**src/hpec_defs.svh**
```systemverilog
// Purpose: Offsets, field positions and reset values of the hibernation event controller
// Assumes: AHB-Lite, 32-bit words, byte addresses
// Notes:   Constants only
`ifndef HPEC_DEFS_SVH
`define HPEC_DEFS_SVH
// Register byte offsets
`define HPEC_OFS_CTRL      8'h00
`define HPEC_OFS_ENABLE    8'h04
`define HPEC_OFS_DISABLE   8'h08
`define HPEC_OFS_RAW       8'h0C
`define HPEC_OFS_MASKED    8'h10
`define HPEC_OFS_CLEAR     8'h14
`define HPEC_OFS_BATTERY   8'h18
`define HPEC_OFS_WAKECFG   8'h1C
`define HPEC_OFS_MATCH     8'h20
`define HPEC_OFS_SECONDS   8'h24
`define HPEC_OFS_REQUEST   8'h28
`define HPEC_OFS_STATUSSEL 8'h2C
// Event bit positions, common to enable, raw, masked and clear
`define HPEC_EV_WRITE_DONE 0
`define HPEC_EV_PIN_WAKE   1
`define HPEC_EV_LOW_BAT    2
`define HPEC_EV_RTC_MATCH  3
`define HPEC_EV_SUPPLY     4
`define HPEC_EV_RESET_WAKE 5
`define HPEC_EV_GPIO_WAKE  6
`define HPEC_NUM_EV        7
// Control register fields
`define HPEC_CTRL_ACTIVE   0
`define HPEC_CTRL_RETAIN   1
// Battery register fields
`define HPEC_BAT_DETECT    0
`define HPEC_BAT_ABORT     1
`define HPEC_BAT_THR_LO    4
`define HPEC_BAT_THR_HI    5
// Wake configuration fields
`define HPEC_WK_PIN        0
`define HPEC_WK_RTC        1
`define HPEC_WK_GPIO       2
`define HPEC_WK_RESET      3
`define HPEC_WK_LOW_BAT    4
// Request and status select register fields
`define HPEC_REQ_GO        0
`define HPEC_SEL_MASKED    0
// Reset values
`define HPEC_RST_WORD      32'h0000_0000
`define HPEC_RST_EV        7'h00
`define HPEC_RST_THR       2'h0
`endif

```
**src/hpec_pkg.sv**
```systemverilog
// Purpose: Types of the hibernation event controller
// Assumes: Included constants header
// Notes:   Power state and threshold enumerations
package hpec_pkg;
  `include "hpec_defs.svh"
  typedef enum logic [2:0] {
    HPEC_ST_RUN  = 3'b001,
    HPEC_ST_HIB  = 3'b010,
    HPEC_ST_WAKE = 3'b100
  } hpec_state_e;
  typedef enum logic [1:0] {
    HPEC_THR_LOWEST  = 2'h0,
    HPEC_THR_SECOND  = 2'h1,
    HPEC_THR_THIRD   = 2'h2,
    HPEC_THR_HIGHEST = 2'h3
  } hpec_thr_e;
  typedef logic [`HPEC_NUM_EV-1:0] hpec_ev_t;
endpackage

```
**src/hpec_top.sv**
```systemverilog
// Purpose: Hibernation event flags, low-battery control and regulator enable
// Assumes: CLOCK 50 MHz; RSTN is the controller's own reset, not the system POR
// Notes:   AHB-Lite slave, zero wait states, always OKAY
//
// The register addresses and the AHB-Lite register port were chosen for this implementation.
`timescale 1ns/1ns
`default_nettype none
`include "hpec_defs.svh"
module hpec_top
  import hpec_pkg::*;
(
  // Clock and reset
  input  wire logic        CLOCK,
  input  wire logic        RSTN,
  // AHB-Lite slave
  input  wire logic        HSEL,
  input  wire logic [7:0]  HADDR,
  input  wire logic [1:0]  HTRANS,
  input  wire logic        HWRITE,
  input  wire logic [2:0]  HSIZE,
  input  wire logic [31:0] HWDATA,
  input  wire logic        HREADY,
  output logic      [31:0] HRDATA,
  output logic             HREADYOUT,
  output logic             HRESP,
  // Event sources from pins and analog
  input  wire logic        WAKE_PIN,
  input  wire logic        RESET_PIN_WAKE,
  input  wire logic        GPIO_WAKE,
  input  wire logic        SUPPLY_FAIL,
  input  wire logic [3:0]  BATTERY_BELOW,
  // Seconds count from the counter
  input  wire logic [31:0] SECONDS,
  // Outputs
  output logic             IRQ,
  output logic             REGULATOR_EN,
  output logic       [1:0] BATTERY_THRESHOLD,
  output logic             GPIO_RETAIN
);
  import hpec_pkg::*;

  ////////////////////////////////////////////////////////////////////////////
  // Input synchronisers: two flops before any logic
  localparam int NSYNC = 8;
  logic [NSYNC-1:0] sync1_reg;
  logic [NSYNC-1:0] sync2_reg;
  logic [NSYNC-1:0] sync_in;
  assign sync_in = {BATTERY_BELOW, SUPPLY_FAIL, GPIO_WAKE, RESET_PIN_WAKE, WAKE_PIN};
  always_ff @(posedge CLOCK or negedge RSTN) begin
    if (!RSTN) begin
      sync1_reg <= '0;
      sync2_reg <= '0;
    end else begin
      sync1_reg <= sync_in;
      sync2_reg <= sync1_reg;
    end
  end
  logic       pin_s;
  logic       rst_s;
  logic       gpio_s;
  logic       sup_s;
  logic [3:0] below_s;
  assign pin_s   = sync2_reg[0];
  assign rst_s   = sync2_reg[1];
  assign gpio_s  = sync2_reg[2];
  assign sup_s   = sync2_reg[3];
  assign below_s = sync2_reg[7:4];

  ////////////////////////////////////////////////////////////////////////////
  // AHB-Lite address phase capture
  logic       wr_pend_reg;
  logic       wr_pend_next;
  logic [7:0] addr_reg;
  logic [7:0] addr_next;
  logic       take;
  assign take = HSEL && HREADY && HTRANS[1];
  // Registers address for the write data phase
  always_comb begin
    wr_pend_next = take && HWRITE;
    addr_next    = take ? HADDR : addr_reg;
  end
  always_ff @(posedge CLOCK or negedge RSTN) begin
    if (!RSTN) begin
      wr_pend_reg <= 1'b0;
      addr_reg    <= 8'h00;
    end else begin
      wr_pend_reg <= wr_pend_next;
      addr_reg    <= addr_next;
    end
  end
  logic wr_en, wr_clr, wr_dis, wr_bat, wr_wk, wr_ctl, wr_mat, wr_req, wr_sel;
  assign wr_en  = wr_pend_reg && addr_reg == `HPEC_OFS_ENABLE;
  assign wr_dis = wr_pend_reg && addr_reg == `HPEC_OFS_DISABLE;
  assign wr_clr = wr_pend_reg && addr_reg == `HPEC_OFS_CLEAR;
  assign wr_bat = wr_pend_reg && addr_reg == `HPEC_OFS_BATTERY;
  assign wr_wk  = wr_pend_reg && addr_reg == `HPEC_OFS_WAKECFG;
  assign wr_ctl = wr_pend_reg && addr_reg == `HPEC_OFS_CTRL;
  assign wr_mat = wr_pend_reg && addr_reg == `HPEC_OFS_MATCH;
  assign wr_req = wr_pend_reg && addr_reg == `HPEC_OFS_REQUEST;
  assign wr_sel = wr_pend_reg && addr_reg == `HPEC_OFS_STATUSSEL;

  ////////////////////////////////////////////////////////////////////////////
  // Configuration registers; only RSTN clears them, never the system POR
  hpec_ev_t   enable_reg;
  hpec_ev_t   enable_next;
  logic       active_reg;
  logic       active_next;
  logic       retain_reg;
  logic       retain_next;
  logic       detect_reg;
  logic       detect_next;
  logic       abort_reg;
  logic       abort_next;
  logic [1:0] thr_reg;
  logic [1:0] thr_next;
  logic [4:0] wake_cfg_reg;
  logic [4:0] wake_cfg_next;
  logic [31:0] match_reg;
  logic [31:0] match_next;
  logic       masked_status_select_reg;
  logic       masked_status_select_next;
  always_comb begin
    enable_next = enable_reg;
    if (wr_en) enable_next = enable_reg | HWDATA[`HPEC_NUM_EV-1:0];
    if (wr_dis) enable_next = enable_reg & ~HWDATA[`HPEC_NUM_EV-1:0];
    active_next = wr_ctl ? HWDATA[`HPEC_CTRL_ACTIVE] : active_reg;
    retain_next = wr_ctl ? HWDATA[`HPEC_CTRL_RETAIN] : retain_reg;
    detect_next = wr_bat ? HWDATA[`HPEC_BAT_DETECT] : detect_reg;
    abort_next  = wr_bat ? HWDATA[`HPEC_BAT_ABORT] : abort_reg;
    thr_next    = wr_bat ? HWDATA[`HPEC_BAT_THR_HI:`HPEC_BAT_THR_LO] : thr_reg;
    wake_cfg_next = wr_wk ? HWDATA[`HPEC_WK_LOW_BAT:`HPEC_WK_PIN] : wake_cfg_reg;
    match_next  = wr_mat ? HWDATA : match_reg;
    masked_status_select_next = wr_sel ? HWDATA[`HPEC_SEL_MASKED] : masked_status_select_reg;
  end
  always_ff @(posedge CLOCK or negedge RSTN) begin
    if (!RSTN) begin
      enable_reg   <= `HPEC_RST_EV;
      active_reg   <= 1'b0;
      retain_reg   <= 1'b0;
      detect_reg   <= 1'b0;
      abort_reg    <= 1'b0;
      thr_reg      <= `HPEC_RST_THR;
      wake_cfg_reg <= 5'h00;
      match_reg    <= `HPEC_RST_WORD;
      masked_status_select_reg <= 1'b0;
    end else begin
      enable_reg   <= enable_next;
      active_reg   <= active_next;
      retain_reg   <= retain_next;
      detect_reg   <= detect_next;
      abort_reg    <= abort_next;
      thr_reg      <= thr_next;
      wake_cfg_reg <= wake_cfg_next;
      match_reg    <= match_next;
      masked_status_select_reg <= masked_status_select_next;
    end
  end

  ////////////////////////////////////////////////////////////////////////////
  // Event detection and sticky flags
  logic     low_battery;
  logic     rtc_hit;
  logic     pin_d_reg;
  logic     rst_d_reg;
  logic     gpio_d_reg;
  logic     sup_d_reg;
  logic     rtc_d_reg;
  hpec_ev_t ev_set;
  hpec_ev_t raw_reg;
  hpec_ev_t raw_next;
  assign low_battery = detect_reg && below_s[thr_reg];
  assign rtc_hit     = SECONDS == match_reg;
  // Rising edges except write done, set by every write, and low battery, a level that refills a cleared flag while it holds
  always_comb begin
    ev_set = '0;
    ev_set[`HPEC_EV_WRITE_DONE] = wr_pend_reg;
    ev_set[`HPEC_EV_PIN_WAKE]   = pin_s && !pin_d_reg;
    ev_set[`HPEC_EV_LOW_BAT]    = low_battery;
    ev_set[`HPEC_EV_RTC_MATCH]  = rtc_hit && !rtc_d_reg;
    ev_set[`HPEC_EV_SUPPLY]     = sup_s && !sup_d_reg;
    ev_set[`HPEC_EV_RESET_WAKE] = rst_s && !rst_d_reg;
    ev_set[`HPEC_EV_GPIO_WAKE]  = (gpio_s && !gpio_d_reg) || (rst_s && !rst_d_reg);
    // Set wins over a clear in the same cycle
    raw_next = (raw_reg & ~(wr_clr ? HWDATA[`HPEC_NUM_EV-1:0] : '0)) | ev_set;
  end
  always_ff @(posedge CLOCK or negedge RSTN) begin
    if (!RSTN) begin
      raw_reg    <= `HPEC_RST_EV;
      pin_d_reg  <= 1'b0;
      rst_d_reg  <= 1'b0;
      gpio_d_reg <= 1'b0;
      sup_d_reg  <= 1'b0;
      rtc_d_reg  <= 1'b1;  // Seconds and match both reset to zero: no false match
    end else begin
      raw_reg    <= raw_next;
      pin_d_reg  <= pin_s;
      rst_d_reg  <= rst_s;
      gpio_d_reg <= gpio_s;
      sup_d_reg  <= sup_s;
      rtc_d_reg  <= rtc_hit;
    end
  end
  hpec_ev_t masked;
  assign masked = raw_reg & enable_reg;

  ////////////////////////////////////////////////////////////////////////////
  // Power state machine driving the regulator enable
  hpec_state_e state_reg;
  hpec_state_e state_next;
  logic        wake_hit;
  logic        req_go;
  assign req_go   = wr_req && HWDATA[`HPEC_REQ_GO] && active_reg;
  assign wake_hit = (wake_cfg_reg[`HPEC_WK_PIN]   && pin_s) ||
                    (wake_cfg_reg[`HPEC_WK_RTC]   && rtc_hit) ||
                    (wake_cfg_reg[`HPEC_WK_GPIO]  && gpio_s) ||
                    (wake_cfg_reg[`HPEC_WK_RESET] && rst_s) ||
                    (wake_cfg_reg[`HPEC_WK_LOW_BAT] && low_battery);
  always_comb begin
    state_next = state_reg;
    unique case (state_reg)
      HPEC_ST_RUN: begin
        // Abort keeps power on while the battery is low
        if (req_go && !(abort_reg && low_battery)) state_next = HPEC_ST_HIB;
      end
      HPEC_ST_HIB: begin
        if (wake_hit) state_next = HPEC_ST_WAKE;
      end
      HPEC_ST_WAKE: begin
        state_next = HPEC_ST_RUN;
      end
      default: state_next = HPEC_ST_RUN;
    endcase
  end
  always_ff @(posedge CLOCK or negedge RSTN) begin
    if (!RSTN) state_reg <= HPEC_ST_RUN;
    else state_reg <= state_next;
  end

  ////////////////////////////////////////////////////////////////////////////
  // Registered outputs and read data
  logic [31:0] rdata_next;
  logic        irq_reg;
  logic        reg_en_reg;
  always_comb begin
    rdata_next = HRDATA;
    if (take && !HWRITE) begin
      rdata_next = `HPEC_RST_WORD;
      unique case (HADDR)
        `HPEC_OFS_CTRL: begin
          rdata_next[`HPEC_CTRL_ACTIVE] = active_reg;
          rdata_next[`HPEC_CTRL_RETAIN] = retain_reg;
        end
        `HPEC_OFS_ENABLE:  rdata_next[`HPEC_NUM_EV-1:0] = enable_reg;
        `HPEC_OFS_RAW:     rdata_next[`HPEC_NUM_EV-1:0] = raw_reg;
        `HPEC_OFS_MASKED:  rdata_next[`HPEC_NUM_EV-1:0] =
                             masked_status_select_reg ? masked : raw_reg;
        `HPEC_OFS_BATTERY: begin
          rdata_next[`HPEC_BAT_DETECT] = detect_reg;
          rdata_next[`HPEC_BAT_ABORT]  = abort_reg;
          rdata_next[`HPEC_BAT_THR_HI:`HPEC_BAT_THR_LO] = thr_reg;
        end
        `HPEC_OFS_WAKECFG:   rdata_next[`HPEC_WK_LOW_BAT:`HPEC_WK_PIN] = wake_cfg_reg;
        `HPEC_OFS_MATCH:     rdata_next = match_reg;
        `HPEC_OFS_SECONDS:   rdata_next = SECONDS;
        `HPEC_OFS_STATUSSEL: rdata_next[`HPEC_SEL_MASKED] = masked_status_select_reg;
        default:             rdata_next = `HPEC_RST_WORD;
      endcase
    end
  end
  always_ff @(posedge CLOCK or negedge RSTN) begin
    if (!RSTN) begin
      HRDATA     <= `HPEC_RST_WORD;
      irq_reg    <= 1'b0;
      reg_en_reg <= 1'b1;
    end else begin
      HRDATA     <= rdata_next;
      irq_reg    <= |masked;
      reg_en_reg <= state_next != HPEC_ST_HIB;
    end
  end
  assign HREADYOUT         = 1'b1;
  assign HRESP             = 1'b0;
  assign IRQ               = irq_reg;
  assign REGULATOR_EN      = reg_en_reg;
  assign BATTERY_THRESHOLD = thr_reg;
  assign GPIO_RETAIN       = retain_reg;

  ////////////////////////////////////////////////////////////////////////////
  // Assertions
  a_irq_follows: assert property (@(posedge CLOCK) disable iff (!RSTN)
    (|(raw_reg & enable_reg)) |=> IRQ) else $error("IRQ missing for pending event");
  a_disable_mask: assert property (@(posedge CLOCK) disable iff (!RSTN)
    (wr_dis && !wr_en) |=>
      (enable_reg == ($past(enable_reg) & ~$past(HWDATA[`HPEC_NUM_EV-1:0]))))
    else $error("Disable left an enable set");
  a_enable_mask: assert property (@(posedge CLOCK) disable iff (!RSTN)
    wr_en |=> ((enable_reg & $past(HWDATA[`HPEC_NUM_EV-1:0])) == $past(HWDATA[`HPEC_NUM_EV-1:0])))
    else $error("Enable not set");
  a_flag_sticky: assert property (@(posedge CLOCK) disable iff (!RSTN)
    (raw_reg[`HPEC_EV_PIN_WAKE] && !wr_clr) |=> raw_reg[`HPEC_EV_PIN_WAKE])
    else $error("Flag dropped without clear");
  a_reset_gpio: assert property (@(posedge CLOCK) disable iff (!RSTN)
    (rst_s && !rst_d_reg) |=> (raw_reg[`HPEC_EV_RESET_WAKE] && raw_reg[`HPEC_EV_GPIO_WAKE]))
    else $error("Reset wake did not set both flags");
  a_abort_hold: assert property (@(posedge CLOCK) disable iff (!RSTN)
    (state_reg == HPEC_ST_RUN && abort_reg && low_battery) |=> REGULATOR_EN)
    else $error("Regulator dropped under abort");
  a_hib_drop: assert property (@(posedge CLOCK) disable iff (!RSTN)
    (state_reg == HPEC_ST_RUN && req_go && !(abort_reg && low_battery)) |=> !REGULATOR_EN)
    else $error("Regulator not dropped on request");
  a_wake_up: assert property (@(posedge CLOCK) disable iff (!RSTN)
    (state_reg == HPEC_ST_HIB && wake_hit) |=> ##1 REGULATOR_EN)
    else $error("Regulator not restored on wake");
  a_rtc_flag: assert property (@(posedge CLOCK) disable iff (!RSTN)
    (rtc_hit && !rtc_d_reg) |=> raw_reg[`HPEC_EV_RTC_MATCH]) else $error("RTC flag not set");
  c_hib_cycle: cover property (@(posedge CLOCK) disable iff (!RSTN)
    state_reg == HPEC_ST_HIB ##[1:50] state_reg == HPEC_ST_WAKE);
  c_refused: cover property (@(posedge CLOCK) disable iff (!RSTN) req_go && abort_reg && low_battery);
  c_irq: cover property (@(posedge CLOCK) disable iff (!RSTN) $rose(IRQ));
endmodule
`default_nettype wire

```
**config.mk**
```make
export PLATFORM = sky130hd
export DESIGN_NAME = hpec_top
export DESIGN_NICKNAME = d
export VERILOG_FILES = /design/src/hpec_pkg.sv /design/src/hpec_top.sv
export VERILOG_INCLUDE_DIRS = /design/src /design/src/src
export SDC_FILE = /design/constraint.sdc
export NUM_CORES = 1
export LEC_CHECK = 0
export ABC_AREA = 0
export BUFFER_PORTS_ARGS = -buffer_cell sky130_fd_sc_hd__buf_2
export CAP_MARGIN = 0
export CELL_PAD_IN_SITES_DETAIL_PLACEMENT = 0
export CELL_PAD_IN_SITES_GLOBAL_PLACEMENT = 1
export CORE_UTILIZATION = 42
export DETAILED_ROUTE_END_ITERATION = 10
export GPL_TIMING_DRIVEN = 0
export PLACE_DENSITY_LB_ADDON = 0.12
export REMOVE_ABC_BUFFERS = 1
export SYNTH_ARGS = -nofsm -noshare
export SYNTH_HDL_FRONTEND = slang
export SYNTH_SLANG_ARGS = --single-unit
```
**constraint.sdc**
```tcl
create_clock -name CLOCK -period 2 [get_ports CLOCK]
set_clock_uncertainty 0.1 [all_clocks]
set_input_delay 0.2 -clock CLOCK [delete_from_list [all_inputs] [get_ports CLOCK]]
set_output_delay 0.2 -clock CLOCK [all_outputs]
set_load 0.05 [all_outputs]
```
After elaboration in Yosys (flattened, before gate mapping)
Cells that the tools add are included.

word-level totals
  register bits = 125
  latch bits = 0
  bits in writable memories = 0
  bits in read-only memories = 0
  input bits = 90
  logic and storage cells = 111
  memories kept = 0

operators by class
  $add $sub $neg = 0
  $mul = 0
  divide/modulo/power cells = 0
  $lt $le $gt $ge = 1
  equal/unequal tests = 20
  shift-type cells = 0
  mux-type cells = 16
  bitwise operators = 7
  reduce and logical (&&, ||, !) cells = 44

operator list
  kind                  count
  $pmux W25 S2          1
  $eq A8 B5 Y1 const B  6
  $eq A8 B6 Y1 const B  6
  $eq A32 B32 Y1        1
  $logic_and A1 B1 Y1   28
  $mux W7               4
  $and A7 B7 Y7         3
  $eq A8 B3 Y1 const B  2
  $eq A8 B4 Y1 const B  2
  $logic_not A8 Y1      2
  $not A7 Y7            2
  $or A7 B7 Y7          2
  $pmux W2 S6           1
  $pmux W1 S9           1
  $pmux W1 S8           1
  $logic_not A1 Y1      7
  $pmux W1 S7           1
  $reduce_or A7 Y1      1
  $mux W3               2
  $pmux W1 S6           1
  $pmux W3 S2           1
  $logic_or A1 B1 Y1    5
  $pmux W1 S5           1
  $eq A3 B1 Y1 const B  1
  6 further kinds       6

Longest topological paths before layout
Gate-level depths: netlist of the first run.

  depth in word-level cells = 9
  gate-level depth with buffers = 7
  gate-level depth less buffers = 5

Worst setup path after synthesis of the first run
Ideal clock, no wire load.

  kind = register to register
  start = register thr_reg[0], in the netlist BATTERY_THRESHOLD[0]
  end = register state_reg[1]
  setup time = 64 ps
  arrival time = 2044 ps
  slack = -208 ps
  cell stages (with the launch flop) = 6
  buffers on the path = 0
  period minus slack after synthesis = 2208 ps
  cells stage by stage = dfrtp_1 > mux4_2 > and2_4 > a221o_2 > o31ai_2 > a21o_1

on the way
  word-level cells in the longest chain between the ends = 8

RTL lines
  item                             line             text
  start: declaration               hpec_top.sv:114  logic [1:0] thr_reg;
  start signal: assignment         hpec_top.sv:142  thr_reg <= `HPEC_RST_THR;
  start signal: assignment         hpec_top.sv:152  thr_reg <= thr_next;
  $bmux W1 S2 *                    hpec_top.sv:171  assign low_battery = detect_reg && below_s[thr_reg];
  $mux W1 (not written as such) *  hpec_top.sv:171
  $logic_and A1 B1 Y1 *            hpec_top.sv:171
  $logic_and A1 B1 Y1              hpec_top.sv:223  if (req_go && !(abort_reg && low_battery)) state_next = HPEC_ST_HIB;
  $logic_not A1 Y1                 hpec_top.sv:223
  $logic_and A1 B1 Y1              hpec_top.sv:223
  $mux W3                          hpec_top.sv:223
  $pmux W3 S2 *                    hpec_top.sv:220  unique case (state_reg)
  net state_next[1]                hpec_top.sv:209  hpec_state_e state_next;
  end signal: assignment           hpec_top.sv:236  else state_reg <= state_next;
  end: declaration                 hpec_top.sv:208  hpec_state_e state_reg;

The timed path passes the listed nets; every way through them passes the cells marked *. The select of a mux whose other input is x is not followed.
A chain may end at the register's enable or synchronous reset.

Worst setup path after layout of the first run
Ends and elaborated chain as after synthesis.

==> results of run 1 <==
## power breakdown
part | total (µW) | internal [µW] | leakage (µW) | switching (µW)
logic | 1310 | 464 | 0.00166 | 845
clock network | 3100 | 1890 | 0.000282 | 1210
registers | 2950 | 2770 | 0.00148 | 180
total | 7360 | 5130 | 0.00342 | 2230
## worst paths after layout
path / to / cells after the start / from / slack, ps
max in group asynchronous: REGULATOR_EN / 3 / RSTN / 800
min: HRDATA[28] / 3 / SECONDS[28] / 20
min reg2reg: sync2_reg[6] / 0 / sync1_reg[6] / 250
min in group asynchronous: HRDATA[17] / 2 / RSTN / 240
max reg2reg: state_reg[1] / 5 / BATTERY_THRESHOLD[0] / 60
max: state_reg[1] / 5 / BATTERY_THRESHOLD[0] / 60
## final cells by class
| class | instances | area share |
|---|---|---|
| Tap cell | 172 | 0.0275 |
| Clock buffer | 18 | 0.0560 |
| Clock inverter | 14 | 0.0203 |
| Multi-Input combinational cell | 330 | 0.308 |
| Sequential cell | 125 | 0.400 |
| Timing Repair Buffer | 201 | 0.184 |
| Inverter | 9 | 0.00431 |
## timing repair
action	in CTS	in global routing
gates resized for setup	9	5
hold buffers	69	0
hold endpoints to repair	135	0
setup buffers	3	2
endpoints found under the setup margin	48	26
pin swaps	1	4
## critical path, delay by kind of cell (launching register included)
family	cells	cell delay, ps
muxes	1	510
DFF	1	370
and+or+nand+nor	1	190
AOI/OAI and AO/OA	3	700
## routing by layer
metal	global-route usage	share of wire
met2	0.369	0.48
met1	0.298	0.45
met4	0.0721	0.015
met5	0	0
met3	0.0635	0.052
## cells in the mapped netlist (3+ instances only)
cell      number  area share
o21ai_0        7      0.0062
clkbuf_1      14      0.0093
a32oi_1        5      0.0078
buf_4          4      0.0053
nor3_1         3      0.0027
a221oi_1      29       0.045
a22oi_1        5      0.0067
nand2b_1       3      0.0033
nand4_1       10       0.011
nor2_1        67       0.045
a21oi_1       25       0.022
nand3_1        5      0.0044
and2_1         3      0.0033
nor4_1         6      0.0067
buf_2          6      0.0053
xnor2_1       32       0.050
a22o_1         3      0.0047
dfstp_2        3       0.014
a31oi_1        5      0.0056
inv_1          9      0.0060
mux2_1        43       0.086
mux2_2         7       0.014
nor3b_1        3      0.0040
a21o_1         3      0.0040
nand2_1       24       0.016
dfrtp_1      122        0.54
## cells by family (layout without fill, tap and decap cells)
group,Yosys count,after routing,synth area share
multiplexers,53,53,0.108
XOR/XNOR,32,32,0.0498
flip-flops,125,125,0.556
AO/OA/AOI/OAI,102,102,0.133
AND/OR/NAND/NOR,141,141,0.126
buffers and inverters,33,242,0.0260
other,2,2,0.00133
## stage by stage
step,instance area [µm²],instances
global route,7840,869
detailed placement,6450,763
finish,7840,869
floorplan,5520,464
CTS,7790,867
global placement,6340,758
## cell usage in the layout, fill, tap and decap left out, types with 7 or more instances in the layout
cell / count
buf_2: 121
inv_1: 9
a221oi_1: 29
clkbuf_16: 17
nand2_1: 24
xnor2_1: 32
mux2_2: 7
dlygate4sd3_1: 69
mux2_1: 43
nor2_1: 64
o21ai_0: 7
nand4_1: 10
a21oi_1: 25
dfrtp_1: 121
==> out/summary.md, run 1 <==
By startpoint and endpoint, the worst setup path is classified as register to register. Counting along the longest clock path gives a buffer depth of 2. The number of distinct library cell variants in the gate-level netlist after synthesis is 57.

Die span in x: 118 µm. In this run the number of H-tree levels came out at 4. The minimum period implied by the final worst setup slack works out to 1940 ps. For the number of warning messages in the yosys log, the log shows 0. For this run, the leading register cell type out of synthesis is dfrtp_1. The number of clock buffers added by TritonCTS is 17. Summed over all layers, the global routing overflow is 0. The post-detailed-route DRC marker count is 0, and the delay contributed by the slowest stage of the critical path is 510 ps. The wire length reported by the detailed router was 15.1 mm; the power density of the placed cells was 938 mW/mm². The run gives 0 as the max-slew violation count. Clock tree synthesis selected as its root buffer the cell clkbuf_16.

The post-detailed-route count of antenna-violating nets is 0, and the area occupied by multi-input gates is 0.00241 mm². The logs give 0.0139 mm² for the area enclosed by the die boundary and 0 for the max-capacitance violation count. The core occupancy in the finished layout is 0.611, and the register bit total from synthesis is 125. Post-synthesis average cell area: 11.5 µm². Dividing the detail-routed via count by the number of cells gives 5.39.

DRC violation total after the first TritonRoute iteration: 255. Summed over all failing endpoints, the final setup total negative slack is 0 ps. After legalization and detailed placement, the total HPWL measured 10.1 mm. The floorplan step defined a core boundary enclosing 0.0128 mm².

For the clock latency on the worst-skew pair, the log shows 420 ps. The worst-case IR drop observed on VDD is 645 µV. The run finished with clean final reports. The pre-antenna-repair detailed-routing pass consisted of 5 iterations. The cell area that synthesis handed to floorplanning was 0.00563 mm². On the critical path, the stage with the largest delay is an instance of mux4_2.

The ratio of cells with drive above 1 in the final layout is 0.283. 0 antenna diodes ended up in the layout. The tools report the standby leakage power as 0.00342 µW. The startpoint class of the critical path is a register. The number of nets at the end of the flow was 774; the global router's overall resource usage was 0.229. The post-route total power is 7360 µW, and the final-layout fill cell count is 1071.

STA classifies the critical path endpoint as a register. The number of global-route vias before repair is 4720. The total of endpoints with negative setup slack in the final report is 0.

TritonCTS built the clock tree. The logs give 2190 ps for the endpoint arrival time on the critical path and 65.0 ps for the worst-case setup margin in the final layout. The floorplan die height works out to 118 µm. At the end of routability-driven placement, the weighted congestion stood at 0.837. Post-detailed-route wirelength per cell: 17.4 µm. The signal on the critical path passes through mux4_2 > and2_4 > a221o_2 > o31ai_4 > a21o_1. The async set-or-reset flop fraction in the synthesized netlist was 1.00; the initial antenna violation count was 0.

The maximum number of pins on one net before global-route repair came out at 66. At the worst endpoint, the required time is 2260 ps. Before CTS, the worst setup slack after placement is -774 ps. Pin placement for this block handled 129 I/O pins.

The first global-routing pass estimated 24.4 mm of wire. Counting every instance in the synthesized netlist gives 488. In this run the core area contains 41 standard-cell rows. The count of flip-flops with a built-in enable after synthesis is 0. Setup repair after global routing could not meet its margin everywhere. The worst-case headroom to the max-slew limit is 0.501, and the overall via count from detail_route is 4680.

The final worst-path cycle share is 0.968. Area taken by flip-flops and latches: 0.00313 mm². The run gives 0.439 as the effective utilization at floorplan.

The tightest min-delay check is of the input pin to register type. The layout overhead on the synthesized area was 39.3%; the number of sinks handled by clock tree synthesis was 125. After clock tree synthesis, the clock-pin slew on the worst setup and hold paths is 60 ps.

The final hold violation count was 0; the share of the yosys chip area belonging to registers was 0.556. For the pin with the worst max-slew slack, the measured transition is 748 ps. Derived from the worst setup path, the maximum achievable clock frequency is 517 MHz. The number of port buffers came out at 122. Of all nets on the critical path, the largest fanout is 3.

Across all hold checks on the routed design, the worst slack comes to 21.6 ps.
(Power assumes the default switching activity.)
==> inputs of run 2 (changes only) <==
Settings changed: HOLD_SLACK_MARGIN set to 0.05.
==> out/summary.md, run 2 (same netlist as run 1, synthesis figures left out) <==
The met3 routing resource usage after global routing is 0.0635. Root buffer selected by CTS: clkbuf_16. For this design the static power due to leakage is 0.00345 µW.

Timing would allow up to 516 MHz. The number of global-route vias before repair came out at 4755. The initial antenna violation count came out at 0. The slowest stage of the critical path belongs to the cell mux4_2.

The number of top-level pins came out at 129. In the layout the commonest cells are dfrtp_1 (121), buf_2 (121), dlygate4sd3_1 (76). The top fanout value on the critical path was 3. After the first detailed-routing iteration, the DRC count stood at 243. The routed design has 15.2 mm of wire. Routability-driven placement finished with a final weighted congestion of 0.837. Post-route total power: 7360 µW. The path class of the tightest hold or removal check is input pin to register. The final hold violation count was 0. In the final layout, the multi-input gates occupy 0.00242 mm². The logs give 0.229 for the global router's overall resource usage and 0.439 for the effective utilization at floorplan. The area enclosed by the die boundary is 0.0139 mm², and the overall via count from detail_route is 4679. The signal on the critical path passes through mux4_2 > and2_4 > a221o_2 > o31ai_4 > a21o_1. The power density of the placed cells is 931 mW/mm², and the post-detailed-route wirelength per cell is 17.4 µm. Compared with the post-synthesis result, the final layout area differs by 40.5%. Setup violations remaining at the end of the flow were counted as 0. Counting every sink on the clock net gives 125.

The post-detailed-route count of antenna-violating nets was 0. At the end of the flow, the number of nets in the layout was 780. The global-route track usage on met1 was 0.299; the transition time at the pin with the least slew margin was 793 ps.

The tools report the setup TNS as 0 ps. The floorplan step set the die height to 118 µm. The worst setup path is captured at a register.

The run gives 41 as the number of rows in the core area. The layout has 1062 filler cells. The startpoint class of the critical path is a register.

The tools report the maximum number of buffers from clock root to sink as 2. For this run the aggregate overflow at the end of global routing stands at 0. Most utilized layer in the global route result: met2.

The worst-case headroom to the max-slew limit was 0.471. The die span in x came out at 118 µm. The required time of the critical path was 2250 ps; the final worst-path cycle share was 0.968. The run gives 0 as the number of antenna diodes. TritonCTS built the clock tree.

At the later pin of the worst-skew pair, clock insertion delay measures 410 ps. Using the TritonRoute via totals, the vias-per-cell ratio works out to 5.35. The class of the most critical setup path was register to register. The clock transition at the registers of the reported paths was 60 ps; the peak ir drop on the vdd network was 645 µV. The ratio of cells with drive above 1 in the final layout is 0.280, and the number of buffers created by CTS is 17. The minimum period implied by the final worst setup slack came out at 1940 ps. Setup repair after global routing could not meet its margin everywhere.

The max-slew violation count is 0, and the max-capacitance violation count is 0. The tools report the area taken by flip-flops and latches as 0.00313 mm². The first-pass GRT wire length was 24.5 mm. Number of detailed-routing iterations run before antenna repair: 4. The flow ran to the end, and the final reports show no timing, DRC or antenna violations. In the routed design, unresolved DRC markers number 0. Entering global routing, the biggest net connects 66 pins. The region available for standard cell placement spans 0.0128 mm².

Port buffering added 122 buffers. The H-tree generated during clock tree synthesis spans 4 levels. The logs give 2190 ps for the endpoint arrival time on the critical path and 0.369 for the met2 routing resource usage after global routing.

The largest single stage delay on the critical path is 510 ps. After legalization and detailed placement, the total HPWL measured 10.1 mm.
run 2: changes by cell type in the layout (fill, tap and decap cells not counted), sizes merged:
cell,delta
buf,-1
dlygate4sd3,+7
run 2: final timing paths:
check / to / startpoint / slack, ps / cells after the start
min: HRDATA[4] / SECONDS[4] / 70 / 3
min reg2reg: sync2_reg[6] / sync1_reg[6] / 250 / 0
max in group asynchronous: state_reg[0] / RSTN / 800 / 3
max: state_reg[1] / BATTERY_THRESHOLD[0] / 60 / 5
min in group asynchronous: HRDATA[17] / RSTN / 240 / 2
max reg2reg: state_reg[1] / BATTERY_THRESHOLD[0] / 60 / 5
run 2: metal layers:
layer,vias to the layer above,share of wire
li1,2198,-
met1,2328,0.45
met2,141,0.49
met3,12,0.046
met4,0,0.0090
met5,-,0
run 2: through the flow:
| step | instances | area, µm² | hold slack (ps) | setup slack (ps) | utilization |
|---|---|---|---|---|---|
| global placement | 758 | 6340 | 209 | -1950 | 0.494 |
| floorplan | 464 | 5520 | -196 | -544 | - |
| CTS | 874 | 7860 | 57.9 | 8.08 | 0.613 |
| finish | 875 | 7910 | 71.2 | 63.5 | 0.617 |
| global route | 875 | 7910 | 69.0 | -1.95 | 0.617 |
| detailed placement | 763 | 6450 | 128 | -774 | 0.503 |
run 2: final cells by class:
type                            count  share of cell area
Clock buffer                       18              0.0555
Clock inverter                     14              0.0201
Timing Repair Buffer              207               0.191
Inverter                            9             0.00427
Sequential cell                   125               0.396
Tap cell                          172              0.0272
Multi-Input combinational cell    330               0.306
run 2: repair_timing:
action	4_1_cts	5_1_grt
pin swaps	1	3
hold buffers	76	0
gates cloned	0	0
endpoints found under the setup margin	48	19
resized for setup	9	6
endpoints found under the hold margin	159	0
buffers inserted	3	1
run 2: report_power, final:
part           switching, µW  internal, µW
logic                    847           473
registers                181          2770
clock network           1200          1890
total                   2230          5130
run 2: critical path: cells and delay by family, from the launching register on:
family	cells	cell delay [ps]
simple gates	1	190
flops	1	370
compound gates	3	700
mux	1	510
